--- config.mk ---
export PLATFORM = sky130hd
export DESIGN_NAME = mcor_router
export DESIGN_NICKNAME = d
export VERILOG_FILES = /design/src/rtl/mcor_pkg.sv /design/src/rtl/mcor_wr_if.sv /design/src/rtl/mcor_router.sv /design/src/rtl/mcor_mode_dec.sv
export SDC_FILE = /design/constraint.sdc
export NUM_CORES = 1
export LEC_CHECK = 0
export BUFFER_PORTS_ARGS = -buffer_cell sky130_fd_sc_hd__buf_2
export CAP_MARGIN = 20
export CORE_AREA = 2 2 148 150
export DETAILED_ROUTE_END_ITERATION = 12
export DIE_AREA = 0 0 150 152
export PLACE_DENSITY = 0.82
export SLEW_MARGIN = 20
export SYNTH_ARGS = -nofsm -noshare
export SYNTH_HDL_FRONTEND = slang
export SYNTH_HIERARCHICAL = 1
export SYNTH_SLANG_ARGS = --single-unit
export TNS_END_PERCENT = 5
--- constraint.sdc ---
create_clock -name clk -period 3.3 [get_ports clk]
set_input_delay 0.66 -clock clk [delete_from_list [all_inputs] [get_ports clk]]
set_output_delay 0.66 -clock clk [all_outputs]
set_load 0.02 [all_outputs]
--- src/rtl/mcor_pkg.sv ---
// package: constants and types of the motor command output router
package mcor_pkg;
	// output address setting field layout
	localparam int unsigned ADDR_W         = 16;   // register address bits 0..15
	localparam int unsigned ADDR_SMAG_BIT  = 16;   // sign-magnitude / microstep select
	localparam int unsigned ADDR_SPACE_BIT = 19;   // 0 = y space, 1 = x space
	localparam int unsigned SETTING_W      = 24;   // width of address settings
	localparam int unsigned CMD_W          = 24;   // width of one command value
	localparam int unsigned SIGN_BIT       = 14;   // sign position in flag register
	localparam int unsigned FLAG_NOAENA_BIT = 16;  // flag setting: direction not amp enable
	localparam int unsigned GAIN_W         = 24;   // current loop gain width
	// reset values
	localparam logic [23:0] OUT_ADDR_RST   = 24'h00c002; // plain default target
	localparam logic [23:0] FLAG_ADDR_RST  = 24'h00c000; // plain default flag register
	localparam logic        COMMUT_RST     = 1'h0;        // commutation off
	localparam logic [23:0] GAIN_RST       = 24'h000000;  // current loop off
	// register word indices of the avalon slave (byte offset / 4)
	localparam logic [3:0] REG_OUT_ADDR  = 4'h0;
	localparam logic [3:0] REG_COMMUT    = 4'h1;
	localparam logic [3:0] REG_FLAG_ADDR = 4'h2;
	localparam logic [3:0] REG_GAIN      = 4'h3;
	localparam logic [3:0] REG_STATUS    = 4'h4;
	localparam logic [3:0] REG_VARIANT   = 4'h5;
	localparam logic [3:0] REG_LAST_ADDR = 4'h6;
	localparam int unsigned REG_IDX_W    = 4;
	// board variants
	localparam logic VARIANT_FIRST  = 1'h0;
	localparam logic VARIANT_SECOND = 1'h1;
	// output modes
	typedef enum logic [4:0] {
		MCOR_MODE_SINGLE = 5'b00001,
		MCOR_MODE_SMAG   = 5'b00010,
		MCOR_MODE_TWO    = 5'b00100,
		MCOR_MODE_USTEP  = 5'b01000,
		MCOR_MODE_THREE  = 5'b10000
	} mcor_mode_t;
	// sequencer states
	typedef enum logic [2:0] {
		MCOR_ST_IDLE  = 3'b001,
		MCOR_ST_WRITE = 3'b010,
		MCOR_ST_SIGN  = 3'b100
	} mcor_state_t;
endpackage : mcor_pkg

--- src/rtl/mcor_wr_if.sv ---
// interface: one output register write between sequencer and port stage
interface mcor_wr_if;
	logic        valid;   // write request
	logic        x_space; // 1 = x space
	logic [15:0] addr;    // register address
	logic [23:0] data;    // data word
	modport src (output valid, output x_space, output addr, output data);
	modport dst (input valid, input x_space, input addr, input data);
endinterface : mcor_wr_if

--- src/rtl/mcor_router.sv ---
// module: top of the motor command output router
// Behaviour
// - bit 19 picks x space, else y
// - setting holds lowest target register address
// - no commutation writes one value
// - first variant bit 16: magnitude, sign bit 14
// - second variant has no sign-magnitude output
// - second variant B converter is A plus one
// - commutation without loop writes two values
// - second variant A address drives A and B
// - two-output mode bit 16 selects microstepping
// - commutation with loop writes three values
// - first variant lacks three-output mode
// - current loop on when gain above zero
module mcor_router (
	input  wire logic        clk,                 // 125 MHz
	input  wire logic        reset_n,             // synchronous, active low
	// avalon-mm slave
	input  wire logic [3:0]  avs_address,         // word index
	input  wire logic        avs_read,            // read strobe
	input  wire logic        avs_write,           // write strobe
	input  wire logic [31:0] avs_writedata,       // write data
	input  wire logic [3:0]  avs_byteenable,      // byte lanes
	output logic [31:0]      avs_readdata,        // read data
	output logic             avs_waitrequest,     // stall
	output logic [1:0]       avs_response,        // 00 ok, 10 slave error
	// servo side
	input  wire logic        servo_tick,          // start of servo cycle, pulse
	input  wire logic [23:0] cmd_a,               // first command value
	input  wire logic [23:0] cmd_b,               // second command value
	input  wire logic [23:0] cmd_c,               // third command value
	input  wire logic        cmd_sign,            // sign of command in sign-magnitude mode
	input  wire logic [23:0] cmd_magnitude,       // magnitude in sign-magnitude mode
	// output register side
	output logic             out_we,              // output register write, pulse
	output logic             out_x_space,         // 1 = x space
	output logic [15:0]      out_addr,            // register address
	output logic [23:0]      out_data,            // data
	output logic             out_bit_we,          // single-bit flag write, pulse
	output logic [15:0]      out_bit_addr,        // flag register address
	output logic [4:0]       out_bit_pos,         // bit position inside it
	output logic             out_bit_val,         // bit value
	output logic             microstep_mode,      // open-loop commutation select
	output logic             cycle_busy           // writes of this cycle pending
);
	// settings written by software
	logic [23:0] output_address_setting;    // target address setting
	logic        commutation_enable;        // commutation on
	logic [23:0] flag_address_setting;      // flag register setting
	logic [23:0] current_loop_gain_setting; // current loop gain
	logic        board_variant;             // 0 first, 1 second
	// status
	logic        overrun;                   // tick came while busy, sticky
	logic        unsupported;               // last cycle had bad mode, sticky
	logic [15:0] last_addr;                 // last written address

	// mode decode
	mcor_pkg::mcor_mode_t mode;
	logic [1:0]           n_values;
	logic                 mode_bad;
	mcor_mode_dec u_dec (
		.commutation_enable        (commutation_enable),
		.output_address_setting    (output_address_setting),
		.current_loop_gain_setting (current_loop_gain_setting),
		.board_variant             (board_variant),
		.mode                      (mode),
		.n_values                  (n_values),
		.mode_bad                  (mode_bad)
	);

	// byte-enable merge, used for the 24-bit setting register writes
	function automatic logic [23:0] merge24(input logic [23:0] old_v,
		input logic [31:0] wd, input logic [3:0] be);
		logic [23:0] r;
		r = old_v;
		if (be[0]) r[7:0]   = wd[7:0];
		if (be[1]) r[15:8]  = wd[15:8];
		if (be[2]) r[23:16] = wd[23:16];
		return r;
	endfunction : merge24

	// bus decode
	wire        acc       = (avs_read | avs_write) & avs_waitrequest;
	wire        hit_out   = (avs_address == mcor_pkg::REG_OUT_ADDR);
	wire        hit_com   = (avs_address == mcor_pkg::REG_COMMUT);
	wire        hit_flag  = (avs_address == mcor_pkg::REG_FLAG_ADDR);
	wire        hit_gain  = (avs_address == mcor_pkg::REG_GAIN);
	wire        hit_stat  = (avs_address == mcor_pkg::REG_STATUS);
	wire        hit_var   = (avs_address == mcor_pkg::REG_VARIANT);
	wire        hit_last  = (avs_address == mcor_pkg::REG_LAST_ADDR);
	wire        mapped    = hit_out | hit_com | hit_flag | hit_gain | hit_stat | hit_var
		| hit_last;
	// a write lands at the edge that sees waitrequest low, ending the transfer
	wire        wr_take   = avs_write & ~avs_waitrequest & mapped;
	wire [31:0] status_w  = {24'h000000, mode, 3'h0};
	wire [31:0] rd_mux    =
		hit_out  ? {8'h00, output_address_setting} :
		hit_com  ? {31'h00000000, commutation_enable} :
		hit_flag ? {8'h00, flag_address_setting} :
		hit_gain ? {8'h00, current_loop_gain_setting} :
		hit_stat ? (status_w | {29'h00000000, cycle_busy, unsupported, overrun}) :
		hit_var  ? {31'h00000000, board_variant} :
		hit_last ? {16'h0000, last_addr} : 32'h00000000;
	// writing a 1 to status bit 0/1 clears that sticky flag
	wire        clr_ovr   = wr_take & hit_stat & avs_byteenable[0] & avs_writedata[0];
	wire        clr_uns   = wr_take & hit_stat & avs_byteenable[0] & avs_writedata[1];

	// waitrequest high by default, dropped for one cycle to answer
	always_ff @(posedge clk) begin
		if (!reset_n) begin
			avs_waitrequest <= 1'b1;
			avs_readdata    <= 32'h00000000;
			avs_response    <= 2'h0;
		end else begin
			avs_waitrequest <= ~acc;
			avs_readdata    <= (acc & avs_read) ? rd_mux : 32'h00000000;
			avs_response    <= (acc & ~mapped) ? 2'h2 : 2'h0;
		end
	end

	// settings registers
	always_ff @(posedge clk) begin
		if (!reset_n) begin
			output_address_setting    <= mcor_pkg::OUT_ADDR_RST;
			commutation_enable        <= mcor_pkg::COMMUT_RST;
			flag_address_setting      <= mcor_pkg::FLAG_ADDR_RST;
			current_loop_gain_setting <= mcor_pkg::GAIN_RST;
			board_variant             <= mcor_pkg::VARIANT_FIRST;
		end else if (wr_take) begin
			if (hit_out)
				output_address_setting <= merge24(output_address_setting, avs_writedata,
					avs_byteenable);
			if (hit_com && avs_byteenable[0])
				commutation_enable <= avs_writedata[0];
			if (hit_flag)
				flag_address_setting <= merge24(flag_address_setting, avs_writedata,
					avs_byteenable);
			if (hit_gain)
				current_loop_gain_setting <= merge24(current_loop_gain_setting,
					avs_writedata, avs_byteenable);
			if (hit_var && avs_byteenable[0])
				board_variant <= avs_writedata[0];
		end
	end

	// sequencer: issues values at ascending addresses, one per clock
	mcor_pkg::mcor_state_t state, next_state;
	logic [1:0]  idx;          // current value index
	logic [1:0]  last_idx;     // latched count minus one
	logic        smag_l;       // sign write pending this cycle
	logic [23:0] val_a;        // latched values for the whole cycle
	logic [23:0] val_b;
	logic [23:0] val_c;
	logic        sign_l;
	logic [15:0] base_l;       // latched base address
	logic        xsp_l;        // latched space select
	logic [15:0] flag_l;       // latched flag register address

	// value lookup by index
	function automatic logic [23:0] pick(input logic [1:0] i, input logic [23:0] a,
		input logic [23:0] b, input logic [23:0] c);
		return (i == 2'h0) ? a : ((i == 2'h1) ? b : c);
	endfunction : pick

	mcor_wr_if wr ();
	// address stepping: pair/triple partner sits at base + 1, base + 2
	assign wr.valid   = (state == mcor_pkg::MCOR_ST_WRITE);
	assign wr.x_space = xsp_l;
	assign wr.addr    = base_l + {14'h0000, idx};
	assign wr.data    = pick(idx, val_a, val_b, val_c);
	wire   start      = servo_tick && !mode_bad;

	// next state
	always_comb begin
		next_state = state;
		unique case (state)
			mcor_pkg::MCOR_ST_IDLE:  if (start) next_state = mcor_pkg::MCOR_ST_WRITE;
			mcor_pkg::MCOR_ST_WRITE: begin
				if (idx == last_idx)
					next_state = smag_l ? mcor_pkg::MCOR_ST_SIGN : mcor_pkg::MCOR_ST_IDLE;
			end
			mcor_pkg::MCOR_ST_SIGN:  next_state = mcor_pkg::MCOR_ST_IDLE;
			default:                 next_state = mcor_pkg::MCOR_ST_IDLE;
		endcase
	end

	// state register and per-cycle latches
	always_ff @(posedge clk) begin
		if (!reset_n) begin
			state    <= mcor_pkg::MCOR_ST_IDLE;
			idx      <= 2'h0;
			last_idx <= 2'h0;
			smag_l   <= 1'b0;
			val_a    <= 24'h000000;
			val_b    <= 24'h000000;
			val_c    <= 24'h000000;
			sign_l   <= 1'b0;
			base_l   <= 16'h0000;
			xsp_l    <= 1'b0;
			flag_l   <= 16'h0000;
		end else begin
			state <= next_state;
			if (state == mcor_pkg::MCOR_ST_IDLE && start) begin
				idx      <= 2'h0;
				last_idx <= n_values;
				smag_l   <= (mode == mcor_pkg::MCOR_MODE_SMAG);
				// magnitude only in sign-magnitude mode
				val_a    <= (mode == mcor_pkg::MCOR_MODE_SMAG) ? cmd_magnitude : cmd_a;
				val_b    <= cmd_b;
				val_c    <= cmd_c;
				sign_l   <= cmd_sign;
				base_l   <= output_address_setting[15:0];
				xsp_l    <= output_address_setting[mcor_pkg::ADDR_SPACE_BIT];
				flag_l   <= flag_address_setting[15:0];
			end else if (state == mcor_pkg::MCOR_ST_WRITE) begin
				idx <= idx + 2'h1;
			end
		end
	end

	// output port stage, registered
	always_ff @(posedge clk) begin
		if (!reset_n) begin
			out_we      <= 1'b0;
			out_x_space <= 1'b0;
			out_addr    <= 16'h0000;
			out_data    <= 24'h000000;
			out_bit_we  <= 1'b0;
			out_bit_addr <= 16'h0000;
			out_bit_pos <= 5'h00;
			out_bit_val <= 1'b0;
		end else begin
			out_we      <= wr.valid;
			if (wr.valid) begin
				out_x_space <= wr.x_space;
				out_addr    <= wr.addr;
				out_data    <= wr.data;
			end
			// sign goes to bit 14 of the flag register
			out_bit_we  <= (state == mcor_pkg::MCOR_ST_SIGN);
			if (state == mcor_pkg::MCOR_ST_SIGN) begin
				out_bit_addr <= flag_l;
				out_bit_pos  <= 5'(mcor_pkg::SIGN_BIT);
				out_bit_val  <= sign_l;
			end
		end
	end

	// status and mode outputs
	always_ff @(posedge clk) begin
		if (!reset_n) begin
			overrun        <= 1'b0;
			unsupported    <= 1'b0;
			last_addr      <= 16'h0000;
			microstep_mode <= 1'b0;
			cycle_busy     <= 1'b0;
		end else begin
			// set wins over clear
			overrun     <= (servo_tick && state != mcor_pkg::MCOR_ST_IDLE) |
				(overrun & ~clr_ovr);
			unsupported <= (servo_tick && mode_bad) | (unsupported & ~clr_uns);
			if (wr.valid)
				last_addr <= wr.addr;
			microstep_mode <= (mode == mcor_pkg::MCOR_MODE_USTEP);
			cycle_busy     <= (next_state != mcor_pkg::MCOR_ST_IDLE);
		end
	end
endmodule : mcor_router

--- src/rtl/mcor_mode_dec.sv ---
// module: decodes the output mode from the settings
module mcor_mode_dec (
	input  wire logic                commutation_enable,        // commutation on
	input  wire logic [23:0]         output_address_setting,    // target setting
	input  wire logic [23:0]         current_loop_gain_setting, // current loop gain
	input  wire logic                board_variant,             // 0 first, 1 second
	output mcor_pkg::mcor_mode_t     mode,                      // decoded mode
	output logic [1:0]               n_values,                  // values minus one
	output logic                     mode_bad                   // unsupported setting
);
	// current loop considered on for any nonzero gain
	wire loop_on = (current_loop_gain_setting != 24'h000000);
	wire smag    = output_address_setting[mcor_pkg::ADDR_SMAG_BIT];

	// pick mode from enable, loop, bit 16 and variant
	always_comb begin
		mode     = mcor_pkg::MCOR_MODE_SINGLE;
		n_values = 2'h0;
		mode_bad = 1'b0;
		if (!commutation_enable) begin
			if (smag && board_variant == mcor_pkg::VARIANT_FIRST) begin
				mode = mcor_pkg::MCOR_MODE_SMAG;
			end
			// second variant: bit 16 has no sign-magnitude meaning
			mode_bad = smag && (board_variant == mcor_pkg::VARIANT_SECOND);
		end else if (!loop_on) begin
			mode     = smag ? mcor_pkg::MCOR_MODE_USTEP : mcor_pkg::MCOR_MODE_TWO;
			n_values = 2'h1;
		end else if (board_variant == mcor_pkg::VARIANT_SECOND) begin
			mode     = mcor_pkg::MCOR_MODE_THREE;
			n_values = 2'h2;
		end else begin
			// first variant: fall back to nothing written
			mode_bad = 1'b1;
		end
	end
endmodule : mcor_mode_dec

==> flow_summary.yaml <==
outcome:
  outcome: "complete, no violations"
drt:
  met2_wirelength_mm: 14.87
  met3_wirelength_mm: 2.668
  firstDrtPassIters: 7
  postRouteWirelength_mm: 31.52
  routed.top_layer: "met5"
  routedLengthMet1_mm: 12.96
  first_iter_violations: 702
  drt.antenna.violating_nets: 0
  route.detailed.vias_per_inst: 5.635
  post-route-drc-count: 0
  post_drt_wl_per_cell_um: 17.17
  via_count: 10350
cts:
  tritoncts: "done"
  post_cts.resized_instances: 0
  clock-sinks: 279
  cts-htree-levels: 1
  cts_buffers: 29
  clk_lat_worst_skew_ns: 0.54
  cts-hold-fix-buffers: 0
  cts_root_buf: "clkbuf_16"
  post_cts.repair.setup_buffers: 0
  clk_transition_reported_paths_ns: 0.06
  cts-root-to-sink-buffers: 3
synthesis:
  synth_cells: 1346
  netlist-cell-type-count: 53
  netlist_top_cells_area: "dfxtp_1 49%, mux2i_1 11%, nand2_1 9.9%"
  mappedNetlistArea_um2: 11460
  yosys.area.top_type: "dfxtp_1"
  synth_largest_type_area_fraction_pct: 48.74
  postSynthAreaPerCell_um2: 8.513
  ys_seq_area_share_pct: 48.74
  ys_ff_latch: 279
  yosys_warnings: 6
  async_reset_ff_share_pct: 0
  synth_flop_cell: "dfxtp_1"
  synth_enable_flop_cells: 0
floorplan:
  fp.dieArea_um2: 22800
  core.rowCount: 54
  io_pins: 244
  starting_density_pct: 53.67
  coreArea_um2: 21350
  dieWidth_um: 150
  die-height_um: 152
final_layout:
  areaGrowthSynthToFinish_pct: 20.77
  final_cells: 1836
  final_layout_size_suffix_gt1_share_pct: 20.99
  final_net_count: 1678
global_route:
  globalRouteTotalUtil_pct: 26.89
  grt_first_pass_wirelength_mm: 49.97
  pin_count_of_the_biggest_net_entering_global_routing: 113
  antenna_found_initial: 6
  grt.overflow.total: 0
  grt_pass1_vias: 9803
critical_path:
  worstPathCellList: "nor4_1 > and4_1 > a21oi_1 > or3_1 > or3b_2 > buf_4 > mux2i_1 > a21oi_1"
  cp-start-kind: "flip-flop"
  crit_path_leading_delay_family: "simple AND/OR/NAND/NOR gates"
  critPathKind: "flip-flop to flip-flop"
  arrival_ns: 3.38
  cp_slowest_cell: "nor4_1"
  critical-path-top-cell-by-count: "a21oi_1"
  critical_path_fanouts_max: 25
  rr_worst_depth: 8
  critical_path_capture_point_type: "flip-flop"
  cpPeakStageDelay_ns: 0.52
  cp.buffers_inverters: 1
  worst_ep_required_time_ns: 3.71
  cp_depth: 8
power:
  power.net_switching_mw: 1.740
  power-per-cell-area_nw_per_um2: 546.6
  power.share.sequential_pct: 46.3
  total_leakage_power_nw: 6.100
  comb_power_share_pct: 7.1
  p_clk_share_pct: 46.6
  swShare_pct: 23.01
  vdd_ir_drop_max_mv: 0.4110
  cellInternalPower_mw: 5.824
sta:
  finalClockSkew_ns: 0.009687
  maxClockFrequency_mhz: 336.2
  maxSlewViolCount: 0
  hold_viol_final: 0
  final_min_period_over_clock_period_pct: 90.13
  unrepaired_setup_endpoints_after_global_routing: "false"
  final.min_clock_period_ns: 2.974
  slew_worst_pin_ns: 0.8714
  fin_tns_setup_ns: 0
  timing.slew.headroom_pct: 41.90
  setup-violations-final: 0
placed_design:
  numPlacedInstances: 1779
  globalplace.congestion: 0.8854
  dp_hpwl_mm: 21.22
  portBuffers: 223
min_path:
  worst_hold_class: "primary input to flip-flop"
  hold-path-cell-count: 3
run:
  timing.max_cap.violations: 0
## through the flow
step           power [mW]  area (um2)  setup WS [ns]  hold WS, ns  utilization [%]
6_report            7.564       13840         0.3258       0.3595            64.81
3_3_place_gp        4.086       12770         0.4989       0.4296            59.80
3_5_place_dp        4.102       12770         0.4553       0.4364            59.80
5_1_grt             7.801       13840         0.2820       0.3559            64.81
2_1_floorplan       3.897       11500         0.7294       0.4198                -
4_1_cts             7.585       13820         0.4395       0.3473            64.71
## worst paths after layout
kind	start	slack [ns]	end
min reg2reg	flag_l[15]	0.45	out_bit_addr[15]
max reg2reg	current_loop_gain_setting[14]	0.33	val_a[22]
max	current_loop_gain_setting[14]	0.33	val_a[22]
min	cmd_c[22]	0.36	val_c[22]
## power by group through the flow
stage | Sequential (mW) | Clock [mW] | Combinational [mW]
2_1_floorplan | 3.58 | 0 | 0.321
4_1_cts | 3.50 | 3.55 | 0.531
5_1_grt | 3.51 | 3.70 | 0.592
3_3_place_gp | 3.57 | 0 | 0.513
3_5_place_dp | 3.58 | 0 | 0.526
6_report | 3.50 | 3.52 | 0.535
## area by class of cell
class	count	area [um2]
Tap cell	280	350.3
Timing Repair Buffer	250	1389
Multi-Input combinational cell	952	5383
Sequential cell	279	5585
Clock inverter	14	203.9
Inverter	19	76.32
Antenna cell	3	7.507
Clock buffer	39	843.3
Fill cell	1780	7512
## synth_stat cells (2+ instances only)
cell / count
a211oi_1: 3
a21oi_1: 175
a222oi_1: 7
a22oi_1: 8
a32oi_1: 8
and2_1: 2
and4_1: 2
buf_1: 2
buf_2: 14
buf_4: 16
clkbuf_1: 73
dfxtp_1: 279
ha_1: 4
inv_1: 18
mux2_2: 9
mux2i_1: 130
nand2_1: 302
nand2b_1: 11
nand3_1: 11
nand3b_1: 2
nand4_1: 5
nand4_2: 3
nor2_1: 108
nor2b_1: 12
nor3_1: 8
nor3b_1: 2
nor4_1: 11
nor4b_1: 3
o211ai_1: 2
o21ai_0: 63
o22ai_1: 8
o2bb2ai_1: 8
or3_1: 2
or3b_1: 2
or4_4: 2
xnor2_1: 14
## cell families (layout without fill, tap and decap cells)
logic type      Yosys count  after routing  synth area share [%]
compound gates          287            287                 13.87
flops                   279            279                 48.74
buf+inv                 125            322                 4.837
mux                     139            139                 12.24
other cells               1             14               0.03273
simple gates            495            495                 18.52
fa+ha+maj                 5              5                0.6115
xor+xnor                 15             15                 1.147
## layer usage
layer	track usage (%)	vias up
met4	8.805	6
met1	35.34	4859
li1	-	4925
met3	4.925	81
met5	0	-
met2	44.64	475
## sequential cells by signal, indices dropped and copies added (netlist names), 2 cells and up
name and flops:
idx 2, val_a 24, last_idx 2, val_b 24, last_addr 16, out_bit_addr 16, avs_readdata 24, base_l 16
state 3, val_c 24, output_address_setting 24, flag_address_setting 24, out_data 24, current_loop_gain_setting 24, flag_l 16
## placed cells by master, fill, tap and decap left out, drive strengths merged, types with 4 or more instances in the layout
master and n:
nand3 11, clkbuf 39, mux2 9, nor2b 12, clkinv 7, a222oi 7, buf 250, ha 4
conb 11, o22ai 8, dfxtp 279, nand2b 11, xnor2 14, o2bb2ai 8, inv 19, nor4 12
nand4 8, nand2 302, a21oi 175, bufinv 5, a22oi 8, mux2i 130, nor2 108, o21ai 63
nor3 8, a32oi 8
## worst register-to-register path, stage by stage (launching register included)
cell	delay (ns)
dfxtp_1	0.33
nor4_1	0.52
and4_1	0.33
a21oi_1	0.12
or3_1	0.40
or3b_2	0.45
buf_4	0.30
mux2i_1	0.31
a21oi_1	0.10
No activity file was read; power rests on OpenSTA's default activity.
